**src/hdl/led_fault_pkg.sv**
```systemverilog
// constants shared by the led string fault supervisor files
package led_fault_pkg;

  // clock and timing
  localparam int CLK_PERIOD_NS         = 10;
  localparam int DISABLE_OSC_PERIODS   = 32768;
  localparam int BLANK_TIME_NS         = 20480;
  localparam int BLANK_CYCLES          = (BLANK_TIME_NS + CLK_PERIOD_NS - 1) / CLK_PERIOD_NS;

  // register bus
  localparam int          AXI_ADDR_W   = 8;
  localparam logic [7:0]  OFF_CTRL     = 8'h00;
  localparam logic [7:0]  OFF_STATUS   = 8'h04;
  localparam logic [7:0]  OFF_BLANK    = 8'h08;
  localparam logic [1:0]  RESP_OKAY    = 2'h0;
  localparam logic [1:0]  RESP_SLVERR  = 2'h2;

  // ctrl fields
  localparam int          CTRL_RUN_BIT = 0;
  localparam logic        CTRL_RUN_RST = 1'b1;

  // blank fields
  localparam int          BLANK_W      = 16;
  localparam logic [15:0] BLANK_RST    = 16'(BLANK_CYCLES);

  // status fields
  localparam int ST_SHORT_LED  = 0;
  localparam int ST_STR_FAULT  = 1;
  localparam int ST_OPEN_LED   = 2;
  localparam int ST_LATCHED    = 3;
  localparam int ST_BLANKING   = 4;
  localparam int ST_SLEEPING   = 5;
  localparam int ST_OVERRIDE   = 6;
  localparam int ST_GATE       = 7;

  // positions in the synchronised input bundle
  localparam int IN_OPEN_LED     = 0;
  localparam int IN_REF_SHORT    = 1;
  localparam int IN_NONREF_SHORT = 2;
  localparam int IN_STRING_SHORT = 3;
  localparam int IN_OUTPUT_SHORT = 4;
  localparam int IN_ENABLE_DIM   = 5;
  localparam int IN_PROT_PIN     = 6;
  localparam int IN_W            = 7;

endpackage

```
**src/hdl/fault_inputs_if.sv**
```systemverilog
// bundle of synchronised comparator and pin levels
`timescale 1ns/10ps
`default_nettype none

interface fault_inputs_if;
  logic [led_fault_pkg::IN_W-1:0] level;

  modport producer (output level);
  modport consumer (input level);
endinterface

`default_nettype wire

```
**src/hdl/input_sync.sv**
```systemverilog
// two-flop synchroniser for the asynchronous comparator and pin inputs
`timescale 1ns/10ps
`default_nettype none

module input_sync #(
  parameter int WIDTH = led_fault_pkg::IN_W
) (
  input  wire logic             aclk,
  input  wire logic             aresetn,
  input  wire logic [WIDTH-1:0] raw,
  fault_inputs_if.producer      bus
);

  typedef struct packed {
    logic [WIDTH-1:0] stage1;
    logic [WIDTH-1:0] stage2;
  } sync_state_t;

  sync_state_t st_reg;
  sync_state_t st_next;

  if (WIDTH != led_fault_pkg::IN_W)
  begin : g_width_check
    $error("input_sync WIDTH must match the input bundle");
  end

  // stage1 feeds stage2 only; nothing else looks at it
  always_comb
  begin
    st_next        = st_reg;
    st_next.stage1 = raw;
    st_next.stage2 = st_reg.stage1;
  end

  always_ff @(posedge aclk)
  begin
    if (!aresetn)
      st_reg <= '0;
    else
      st_reg <= st_next;
  end

  assign bus.level = st_reg.stage2;

endmodule // input_sync

`default_nettype wire

```
**src/hdl/led_fault_supervisor.sv**
```systemverilog
// fault supervisor for a boost led driver with an axi4-lite register slave
//
// Summary of operation
// - open-led fault acts at once, never blanked
// - shorted led when either short comparator fires
// - shorted led releases warning flag, switching continues
// - shorted led not latched, flag follows condition
// - string below short threshold means shorted string
// - output short handled exactly like shorted string
// - string fault forces gate low, releases protection flag
// - string fault latched until long enable low
// - outside pulling protection flag low resumes switching
// - disable time is fixed count of clock periods
// - flags pull down when healthy, released on fault
// - short detection waits out blanking after start
`timescale 1ns/10ps
`default_nettype none

module led_fault_supervisor #(
  parameter int DISABLE_CYCLES = led_fault_pkg::DISABLE_OSC_PERIODS
) (
  input  wire logic                                aclk,
  input  wire logic                                aresetn,
  // axi4-lite slave
  input  wire logic [led_fault_pkg::AXI_ADDR_W-1:0] s_axi_awaddr,
  input  wire logic                                s_axi_awvalid,
  output logic                                     s_axi_awready,
  input  wire logic [31:0]                         s_axi_wdata,
  input  wire logic [3:0]                          s_axi_wstrb,
  input  wire logic                                s_axi_wvalid,
  output logic                                     s_axi_wready,
  output logic [1:0]                               s_axi_bresp,
  output logic                                     s_axi_bvalid,
  input  wire logic                                s_axi_bready,
  input  wire logic [led_fault_pkg::AXI_ADDR_W-1:0] s_axi_araddr,
  input  wire logic                                s_axi_arvalid,
  output logic                                     s_axi_arready,
  output logic [31:0]                              s_axi_rdata,
  output logic [1:0]                               s_axi_rresp,
  output logic                                     s_axi_rvalid,
  input  wire logic                                s_axi_rready,
  // analog comparator results, asynchronous
  input  wire logic                                open_led_cmp,
  input  wire logic                                ref_short_cmp,
  input  wire logic                                nonref_short_cmp,
  input  wire logic                                string_short_cmp,
  input  wire logic                                output_short_cmp,
  // enable / dimming pin, asynchronous
  input  wire logic                                enable_dim,
  // switching regulator request, same clock
  input  wire logic                                gate_request,
  output logic                                     gate_drive_out,
  // open-drain flags: level, drive enable, pin readback
  input  wire logic                                protection_fault_flag_i,
  output logic                                     protection_fault_flag_o,
  output logic                                     protection_fault_flag_oe,
  output logic                                     warning_fault_flag_o,
  output logic                                     warning_fault_flag_oe
);

  localparam int AW = led_fault_pkg::AXI_ADDR_W;
  localparam int BW = led_fault_pkg::BLANK_W;

  if (DISABLE_CYCLES < 2 || DISABLE_CYCLES > 65536)
  begin : g_dis_check
    $error("DISABLE_CYCLES must lie in 2..65536");
  end

  localparam logic [15:0] DIS_LAST = 16'(DISABLE_CYCLES - 1);

  typedef struct packed {
    // write channel
    logic          awready;
    logic          wready;
    logic          aw_held;
    logic [AW-1:0] aw_addr;
    logic          w_held;
    logic [31:0]   wdata;
    logic [3:0]    wstrb;
    logic          bvalid;
    logic [1:0]    bresp;
    // read channel
    logic          arready;
    logic          rvalid;
    logic [31:0]   rdata;
    logic [1:0]    rresp;
    // software registers
    logic          ctrl_run;
    logic [BW-1:0] blank_len;
    // supervisor
    logic          sleeping;
    logic [15:0]   dis_cnt;
    logic          blanking;
    logic [BW-1:0] blank_cnt;
    logic          short_latch;
    logic          override;
    logic [1:0]    oe_hist;
    logic          gate;
    logic          prot_oe;
    logic          warn_oe;
  } sup_state_t;

  sup_state_t st_reg;
  sup_state_t st_next;

  fault_inputs_if sync_bus ();

  input_sync #(
    .WIDTH (led_fault_pkg::IN_W)
  ) u_input_sync (
    .aclk    (aclk),
    .aresetn (aresetn),
    .raw     ({protection_fault_flag_i, enable_dim, output_short_cmp, string_short_cmp,
               nonref_short_cmp, ref_short_cmp, open_led_cmp}),
    .bus     (sync_bus.producer)
  );

  logic in_open;
  logic in_short_led;
  logic in_str_fault;
  logic in_enable;
  logic in_prot_pin;

  assign in_open      = sync_bus.level[led_fault_pkg::IN_OPEN_LED];
  assign in_short_led = sync_bus.level[led_fault_pkg::IN_REF_SHORT]
                      | sync_bus.level[led_fault_pkg::IN_NONREF_SHORT];
  assign in_str_fault = sync_bus.level[led_fault_pkg::IN_STRING_SHORT]
                      | sync_bus.level[led_fault_pkg::IN_OUTPUT_SHORT];
  assign in_enable    = sync_bus.level[led_fault_pkg::IN_ENABLE_DIM];
  assign in_prot_pin  = sync_bus.level[led_fault_pkg::IN_PROT_PIN];

  // merge byte lanes of a write into an old word
  function automatic logic [31:0] merge_lanes(input logic [31:0] old_word,
                                              input logic [31:0] new_word,
                                              input logic [3:0]  strb);
    logic [31:0] result;
    result = old_word;
    for (int i = 0; i < 4; i++)
    begin
      if (strb[i])
        result[8*i +: 8] = new_word[8*i +: 8];
    end
    return result;
  endfunction

  function automatic logic is_mapped(input logic [AW-1:0] addr);
    return addr == AW'(led_fault_pkg::OFF_CTRL) || addr == AW'(led_fault_pkg::OFF_STATUS)
        || addr == AW'(led_fault_pkg::OFF_BLANK);
  endfunction

  function automatic logic [31:0] status_word(input sup_state_t s,
                                              input logic sl, input logic sf, input logic op);
    logic [31:0] w;
    w = 32'h0000_0000;
    w[led_fault_pkg::ST_SHORT_LED] = sl;
    w[led_fault_pkg::ST_STR_FAULT] = sf;
    w[led_fault_pkg::ST_OPEN_LED]  = op;
    w[led_fault_pkg::ST_LATCHED]   = s.short_latch;
    w[led_fault_pkg::ST_BLANKING]  = s.blanking;
    w[led_fault_pkg::ST_SLEEPING]  = s.sleeping;
    w[led_fault_pkg::ST_OVERRIDE]  = s.override;
    w[led_fault_pkg::ST_GATE]      = s.gate;
    return w;
  endfunction

  always_comb
  begin
    logic [31:0] ctrl_word;
    logic [31:0] merged;
    logic        detect_on;
    logic        str_now;
    logic        warn_fault;
    ctrl_word = 32'h0000_0000;
    merged    = 32'h0000_0000;
    detect_on = 1'b0;
    str_now   = 1'b0;
    warn_fault = 1'b0;
    st_next   = st_reg;

    ctrl_word[led_fault_pkg::CTRL_RUN_BIT] = st_reg.ctrl_run;

    // write side: address and data accepted in either order
    if (s_axi_awvalid && st_reg.awready)
    begin
      st_next.aw_held = 1'b1;
      st_next.aw_addr = s_axi_awaddr;
    end
    if (s_axi_wvalid && st_reg.wready)
    begin
      st_next.w_held = 1'b1;
      st_next.wdata  = s_axi_wdata;
      st_next.wstrb  = s_axi_wstrb;
    end
    if (st_reg.bvalid && s_axi_bready)
      st_next.bvalid = 1'b0;
    if (st_reg.aw_held && st_reg.w_held && !st_reg.bvalid)
    begin
      st_next.aw_held = 1'b0;
      st_next.w_held  = 1'b0;
      st_next.bvalid  = 1'b1;
      st_next.bresp   = is_mapped(st_reg.aw_addr) ? led_fault_pkg::RESP_OKAY
                                                  : led_fault_pkg::RESP_SLVERR;
      if (st_reg.aw_addr == AW'(led_fault_pkg::OFF_CTRL))
      begin
        merged           = merge_lanes(ctrl_word, st_reg.wdata, st_reg.wstrb);
        st_next.ctrl_run = merged[led_fault_pkg::CTRL_RUN_BIT];
      end
      else if (st_reg.aw_addr == AW'(led_fault_pkg::OFF_BLANK))
      begin
        merged            = merge_lanes({16'h0000, st_reg.blank_len}, st_reg.wdata, st_reg.wstrb);
        st_next.blank_len = merged[BW-1:0];
      end
    end
    // no new address or data while a response waits
    st_next.awready = !st_next.aw_held && !st_next.bvalid;
    st_next.wready  = !st_next.w_held && !st_next.bvalid;

    // read side: one cycle from address to data
    if (st_reg.rvalid && s_axi_rready)
      st_next.rvalid = 1'b0;
    if (s_axi_arvalid && st_reg.arready)
    begin
      st_next.rvalid = 1'b1;
      st_next.rresp  = is_mapped(s_axi_araddr) ? led_fault_pkg::RESP_OKAY
                                               : led_fault_pkg::RESP_SLVERR;
      if (s_axi_araddr == AW'(led_fault_pkg::OFF_CTRL))
        st_next.rdata = ctrl_word;
      else if (s_axi_araddr == AW'(led_fault_pkg::OFF_STATUS))
        st_next.rdata = status_word(st_reg, in_short_led, in_str_fault, in_open);
      else if (s_axi_araddr == AW'(led_fault_pkg::OFF_BLANK))
        st_next.rdata = {16'h0000, st_reg.blank_len};
      else
        st_next.rdata = 32'h0000_0000;
    end
    st_next.arready = !st_next.rvalid;

    // enable low long enough puts the supervisor to sleep
    if (!in_enable)
    begin
      if (st_reg.dis_cnt == DIS_LAST)
        st_next.sleeping = 1'b1;
      else
        st_next.dis_cnt = st_reg.dis_cnt + 16'h0001;
    end
    else
    begin
      st_next.dis_cnt  = 16'h0000;
      st_next.sleeping = 1'b0;
    end

    // blanking restarts while asleep so wake-up sees a fresh interval
    if (st_reg.sleeping)
    begin
      st_next.blanking  = 1'b1;
      st_next.blank_cnt = '0;
    end
    else if (st_reg.blanking)
    begin
      st_next.blank_cnt = BW'(st_reg.blank_cnt + 1'b1);
      if (BW'(st_reg.blank_cnt + 1'b1) >= st_reg.blank_len)
        st_next.blanking = 1'b0;
    end

    detect_on = !st_reg.blanking && !st_reg.sleeping;
    str_now   = detect_on && in_str_fault;

    // sleep clears the latch; a short seen while asleep is not kept
    if (st_reg.sleeping)
      st_next.short_latch = 1'b0;
    else if (str_now)
      st_next.short_latch = 1'b1;

    // pin read low while we are released means the outside pulls it down;
    // the readback lags our release through the synchroniser, so wait it out
    st_next.oe_hist  = {st_reg.oe_hist[0], st_reg.prot_oe};
    st_next.override = st_reg.short_latch && !st_reg.prot_oe && (st_reg.oe_hist == 2'b00)
                    && !in_prot_pin;

    // open-led bypasses blanking to keep high voltage off the switch
    warn_fault = in_open || (detect_on && in_short_led);

    st_next.gate = gate_request && st_reg.ctrl_run && in_enable && !st_reg.sleeping
                && !in_open
                && (!(st_reg.short_latch || str_now) || st_reg.override);

    // flags: drive low when healthy, release on fault or in sleep
    st_next.prot_oe = !st_reg.sleeping && !st_reg.short_latch && !str_now;
    st_next.warn_oe = !st_reg.sleeping && !warn_fault;
  end

  always_ff @(posedge aclk)
  begin
    if (!aresetn)
    begin
      st_reg           <= '0;
      st_reg.awready   <= 1'b1;
      st_reg.wready    <= 1'b1;
      st_reg.arready   <= 1'b1;
      st_reg.ctrl_run  <= led_fault_pkg::CTRL_RUN_RST;
      st_reg.blank_len <= led_fault_pkg::BLANK_RST;
      st_reg.blanking  <= 1'b1;
    end
    else
      st_reg <= st_next;
  end

  assign s_axi_awready = st_reg.awready;
  assign s_axi_wready  = st_reg.wready;
  assign s_axi_bvalid  = st_reg.bvalid;
  assign s_axi_bresp   = st_reg.bresp;
  assign s_axi_arready = st_reg.arready;
  assign s_axi_rvalid  = st_reg.rvalid;
  assign s_axi_rdata   = st_reg.rdata;
  assign s_axi_rresp   = st_reg.rresp;

  assign gate_drive_out           = st_reg.gate;
  // open-drain: the driven level is always low, only the enable moves
  assign protection_fault_flag_o  = 1'b0;
  assign protection_fault_flag_oe = st_reg.prot_oe;
  assign warning_fault_flag_o     = 1'b0;
  assign warning_fault_flag_oe    = st_reg.warn_oe;

endmodule // led_fault_supervisor

`default_nettype wire

```
**config.mk**
```make
export PLATFORM = sky130hd
export DESIGN_NAME = led_fault_supervisor
export DESIGN_NICKNAME = d
export VERILOG_FILES = /design/src/hdl/led_fault_pkg.sv /design/src/hdl/fault_inputs_if.sv /design/src/hdl/input_sync.sv /design/src/hdl/led_fault_supervisor.sv
export SDC_FILE = /design/constraint.sdc
export NUM_CORES = 1
export LEC_CHECK = 0
export ABC_AREA = 1
export BUFFER_PORTS_ARGS = -buffer_cell sky130_fd_sc_hd__buf_2
export CAP_MARGIN = 20
export CORE_MARGIN = 4
export CORE_UTILIZATION = 50
export DETAILED_ROUTE_END_ITERATION = 10
export GPL_TIMING_DRIVEN = 0
export PLACE_DENSITY = 0.81
export SYNTH_ARGS = -nofsm -noshare
export SYNTH_HDL_FRONTEND = slang
export SYNTH_HIERARCHICAL = 1
export SYNTH_SLANG_ARGS = --single-unit
```
**constraint.sdc**
```tcl
create_clock -name aclk -period 2.6 [get_ports aclk]
set_clock_uncertainty 0.05 [all_clocks]
set_input_delay 0.13 -clock aclk [delete_from_list [all_inputs] [get_ports aclk]]
set_output_delay 0.13 -clock aclk [all_outputs]
set_load 0.02 [all_outputs]
```
After elaboration in Yosys (flattened, before gate mapping)
Cells that the tools add are included.
- ROM bits: 0
- memory bits (writable): 0
- memories: 0
- bits in latches: 0
- flip-flop bits (word level): 159
- input bits: 67
- shift operators: 0
- add/sub/neg operators: 2
- eq/ne operators: 5
- divide/modulo/power cells: 0
- reductions and logical operators: 52
- bitwise gates (word level): 4
- multiplexer cells: 15
- multipliers: 0
- magnitude comparators: 1
- operators with widths (operator ; count):
    two-way mux 16 bit ; 3
    two-way mux 37 bit ; 1
    two-way mux 35 bit ; 1
    adder 16 x 1 -> 16 bit (second input constant) ; 2
    logical AND 1 bit ; 23
    two-way mux 17 bit ; 1
    == test 16 x 15 -> 1 bit (second input constant) ; 1
    == test 8 x 3 -> 1 bit (second input constant) ; 2
    == test 8 x 4 -> 1 bit (second input constant) ; 2
    >= comparator 16 bit ; 1
    zero test 8 bit ; 2
    zero test 1 bit ; 14
    two-way mux 9 bit ; 1
    AND reduction 4 bit ; 2
    logical OR 1 bit ; 7
    two-way mux 1 bit ; 5
    two-way mux 2 bit ; 2
    OR reduction 2 bit ; 2
    two-way mux 3 bit ; 1
    AND reduction 3 bit ; 1
    zero test 2 bit ; 1
    inverter 1 bit ; 2
    OR 1 bit ; 2

Logic depth before layout (Yosys ltp)
- word-level depth: 7
- depth in mapped cells: 17
- mapped depth without buffers: 17

Cells and area by module
The synthesis kept the hierarchy.
- modules (own cells, without submodules) (module ; times used ; cells each ; sequential area each (sq um) ; area each (sq um)):
    led_fault_supervisor ; 1 ; 801 ; 2182.1 ; 5495.3
    input_sync ; 1 ; 43 ; 280.3 ; 396.6

Least setup slack after synthesis
Ideal clock, no wire load.
- path type: flip-flop to flip-flop
- from: register st_reg[7] (netlist bit)
- to: register st_reg[23] (netlist bit)
- clock period less this slack: 1.911 ns
- arrival time: 1.735 ns
- stages on the path, launching flop included: 17
- setup slack: 0.689 ns
- data required time: 2.424 ns
- path through: dfxtp_1 > ha_1 > nand2_1 > inv_1 > nand2_1 > nor2_1 > nand2_1 > nand2_1 > nand2_1 > ha_1 > nand2_1 > inv_1 > o21ai_0 > a21oi_1 > nor2_1 > nand2_1 > nand2_1
- word-level cells in the longest chain between the ends: 4
- ends and longest elaborated chain (element ; RTL line ; text):
    start, declared ; led_fault_supervisor.sv:103 ; sup_state_t st_reg;
    start signal, assigned ; led_fault_supervisor.sv:304 ; st_reg <= st_next;
    adder 16 x 1 -> 16 bit ; led_fault_supervisor.sv:260 ; if (BW'(st_reg.blank_cnt + 1'b1) >= st_reg.blank_len)
    >= comparator 16 bit ; led_fault_supervisor.sv:260 ;
    two-way mux 1 bit ; led_fault_supervisor.sv:260 ;
    two-way mux 17 bit ; led_fault_supervisor.sv:257 ; else if (st_reg.blanking)
No other way between the ends.
A chain may end at the register's enable or synchronous reset.

Final worst setup path
Ends and elaborated chain as after synthesis.

==> results.yml <==
run_status:
  status: "finished, final reports clean"
logic_synthesis:
  synth_top_area_share: 0.4179
  ys_top_cells_by_area: "dfxtp_1, nand2_1, inv_1"
  yosys.area.top_type: "dfxtp_1"
  ys_warn_count: 6
  synthCells: 844
  synth_cell_types: 32
  netlist_area_um2: 5892
  synth-seq-cells: 123
  synth.yosys.seq_area_share: 0.4179
  avgSynthCellArea_um2: 6.981
drt:
  topRoutingLayerUsed: "met4"
  vias: 5632
  wl_per_cell_um: 12.56
  wl_met2_um: 6757
  drtAntennaViolNets: 0
  wirelength_um: 14460
  dr_wl_met3_um: 978
  initialDrtViolationCount: 376
  met1_length_um: 6503
  drt_pass1_iterations: 5
  via_per_inst: 4.893
  route.detailed.drc: 0
cells_and_area:
  fillCellCount: 928
  diodes: 0
  final_nets: 1080
  largest_reg_flops: 82
  area_growth_pct: 27.93
  final_area_um2: 7537
  drive_above_1_share: 0.1597
power_and_ir_drop:
  vdd_ir_drop_max_mv: 0.4201
  p_total_uw: 5838
  powerDensity_nw_per_um2: 774.6
  power_leakage_uw: 0.003671
grt:
  grtUsageTotal: 0.2198
  grt_pass1_wl_um: 23780
  grt_max_degree: 17
  antenna_found_initial: 0
  grt_pass1_vias: 5186
  overflow: 0
clock_network:
  postCtsSetupRepairBufs: 0
  clk_pin_slew_ns: 0.05
  cts_max_level: 4
  cts_made_buffers: 17
  insertion_delay_ns: 0.41
  clockBufferDepth: 2
  cts.sinks: 123
  cts_tree: "yes"
  root_buffer: "clkbuf_16"
sta:
  worstMarginPinSlew_ns: 0.5875
  tns_ns: 0
  fin_ws_ns: 0.3167
  finalHoldViolCount: 0
  slew_violations: 0
  setup_viol: 0
  rsz0062_at_grt: "false"
  min_period_ns: 2.283
  timing.final.crit_share: 0.8782
  relSlewSlack: 0.6084
  max_freq_mhz: 438.0
die:
  std_cell_rows: 39
  initial_core_util: 0.5138
  dieArea_um2: 13590
  die_y_um: 116.6
  die_w_um: 116.6
  ioPinCount: 113
  core_area_um2: 11470
setup_path:
  end_kind: "register"
  critPathKind: "register to register"
  startpoint_type: "register"
  arrival_ns: 2.51
  path_max_fanout: 4
  required_ns: 2.83
placed_design:
  gp_congestion: 0.8856
  dp_hpwl_um: 9832
  dpl-instance-area_um2: 6513
  pre_cts_ws_ns: 0.3995
  io_buffers: 74
run:
  maxCapViolCount: 0
worst_hold_path:
  hp-class: "primary input to register"
## power breakdown
part	internal, uW	switching (uW)	leakage, uW
Clock	1630	866	0.000299
Sequential	2060	122	0.00101
Combinational	448	707	0.00237
Total	4140	1690	0.00367
## final timing paths
path,startpoint,endpoint,slack (ns),cells after the start
setup / recovery,st_reg[7]$_SDFFE_PP0P_,st_reg[23]$_SDFF_PP1_,0.32,16
setup reg to reg,st_reg[7]$_SDFFE_PP0P_,st_reg[23]$_SDFF_PP1_,0.32,16
hold / removal,s_axi_rready,s_axi_rvalid$_SDFF_PN0_,0.03,4
hold reg to reg,u_input_sync/st_next[3]$_SDFF_PN0_,u_input_sync/bus.level[3]$_SDFF_PN0_,0.36,2
## per-stage QoR
stage,instances,util,hold slack (ns)
finish,1151,0.6573,0.02632
global route,1151,0.6573,0.06461
CTS,1151,0.6573,0.01824
detailed placement,1080,0.5679,0.2627
global placement,1080,0.5679,0.2616
floorplan,863,-,0.1735
## critical path, cell delays in order (launching register included)
cell     delay [ns]
dfxtp_1        0.39
ha_1           0.19
nand2_1        0.07
inv_1          0.09
nand2_1        0.12
nor2_1         0.20
nand2_1        0.07
nand2_1        0.08
nand2_1        0.08
ha_1           0.28
nand2_1        0.05
inv_1          0.07
o21ai_0        0.10
a21oi_1        0.16
nor2_1         0.05
nand2_1        0.06
nand2_1        0.04
## cell families after synthesis
group	share of synthesized area
other	0.0006365
buffers and inverters	0.1514
adder cells (fa/ha/maj)	0.03823
XOR/XNOR	0.01487
AO/OA/AOI/OAI	0.1077
AND/OR/NAND/NOR	0.2693
flip-flops	0.4179
## per-layer routing
layer / track usage / up-vias
met3: 0.04508 / 18
li1: - / 2903
met5: 0 / -
met4: 0.08104 / 0
met2: 0.3570 / 186
met1: 0.2900 / 2525
## area by class of cell
cell class                 count  area (um2)  share of cell area
clock buffer                  18       439.2             0.05827
tap                          143       178.9             0.02374
inverter                     131       491.7             0.06524
buffer                        62       400.4             0.05312
sequential                   123        2462              0.3267
clock inverter                14       195.2             0.02590
multi-input combinational    547        2609              0.3461
timing repair buffer         113       760.7              0.1009
## cells in the final DEF, fill, tap and decap left out, types with 5 or more instances in the layout
master         instances
clkbuf_16             17
nand3_1               66
dlygate4sd3_1         39
a31oi_1                5
ha_1                  18
nor2_1               108
buf_2                 79
xor2_1                 7
buf_4                 39
o21ai_0               49
clkbuf_1              15
nand4_1                9
inv_1                127
nor3_1                 8
a21oi_1               63
conb_1                20
dfxtp_1              123
nand2_1              175
## synthesized netlist by cell type
master,n
clkinv_1,4
nor2_1,108
or2_2,3
buf_2,5
o21ai_0,49
clkbuf_1,15
nand2_1,175
dfxtp_1,123
inv_1,127
nand3_4,1
ha_1,18
buf_6,2
o21bai_1,1
and2_1,2
nand3_2,1
a21oi_1,63
conb_1,1
nor3_2,1
nor3_1,8
nand4_1,9
o211ai_1,1
xnor2_1,3
a31oi_2,1
nor4_1,1
a31oi_1,5
buf_4,39
nand3_1,66
nor3_4,1
a211oi_1,2
xor2_1,7
buf_1,1
nor2_2,1
## repair_timing
| action | in CTS | in global routing |
|---|---|---|
| hold buffers | 39 | 0 |
| endpoints found under the hold margin | 36 | 0 |
| gates resized for setup | 0 | 0 |
Note: power is estimated with default switching activity, not from simulation.
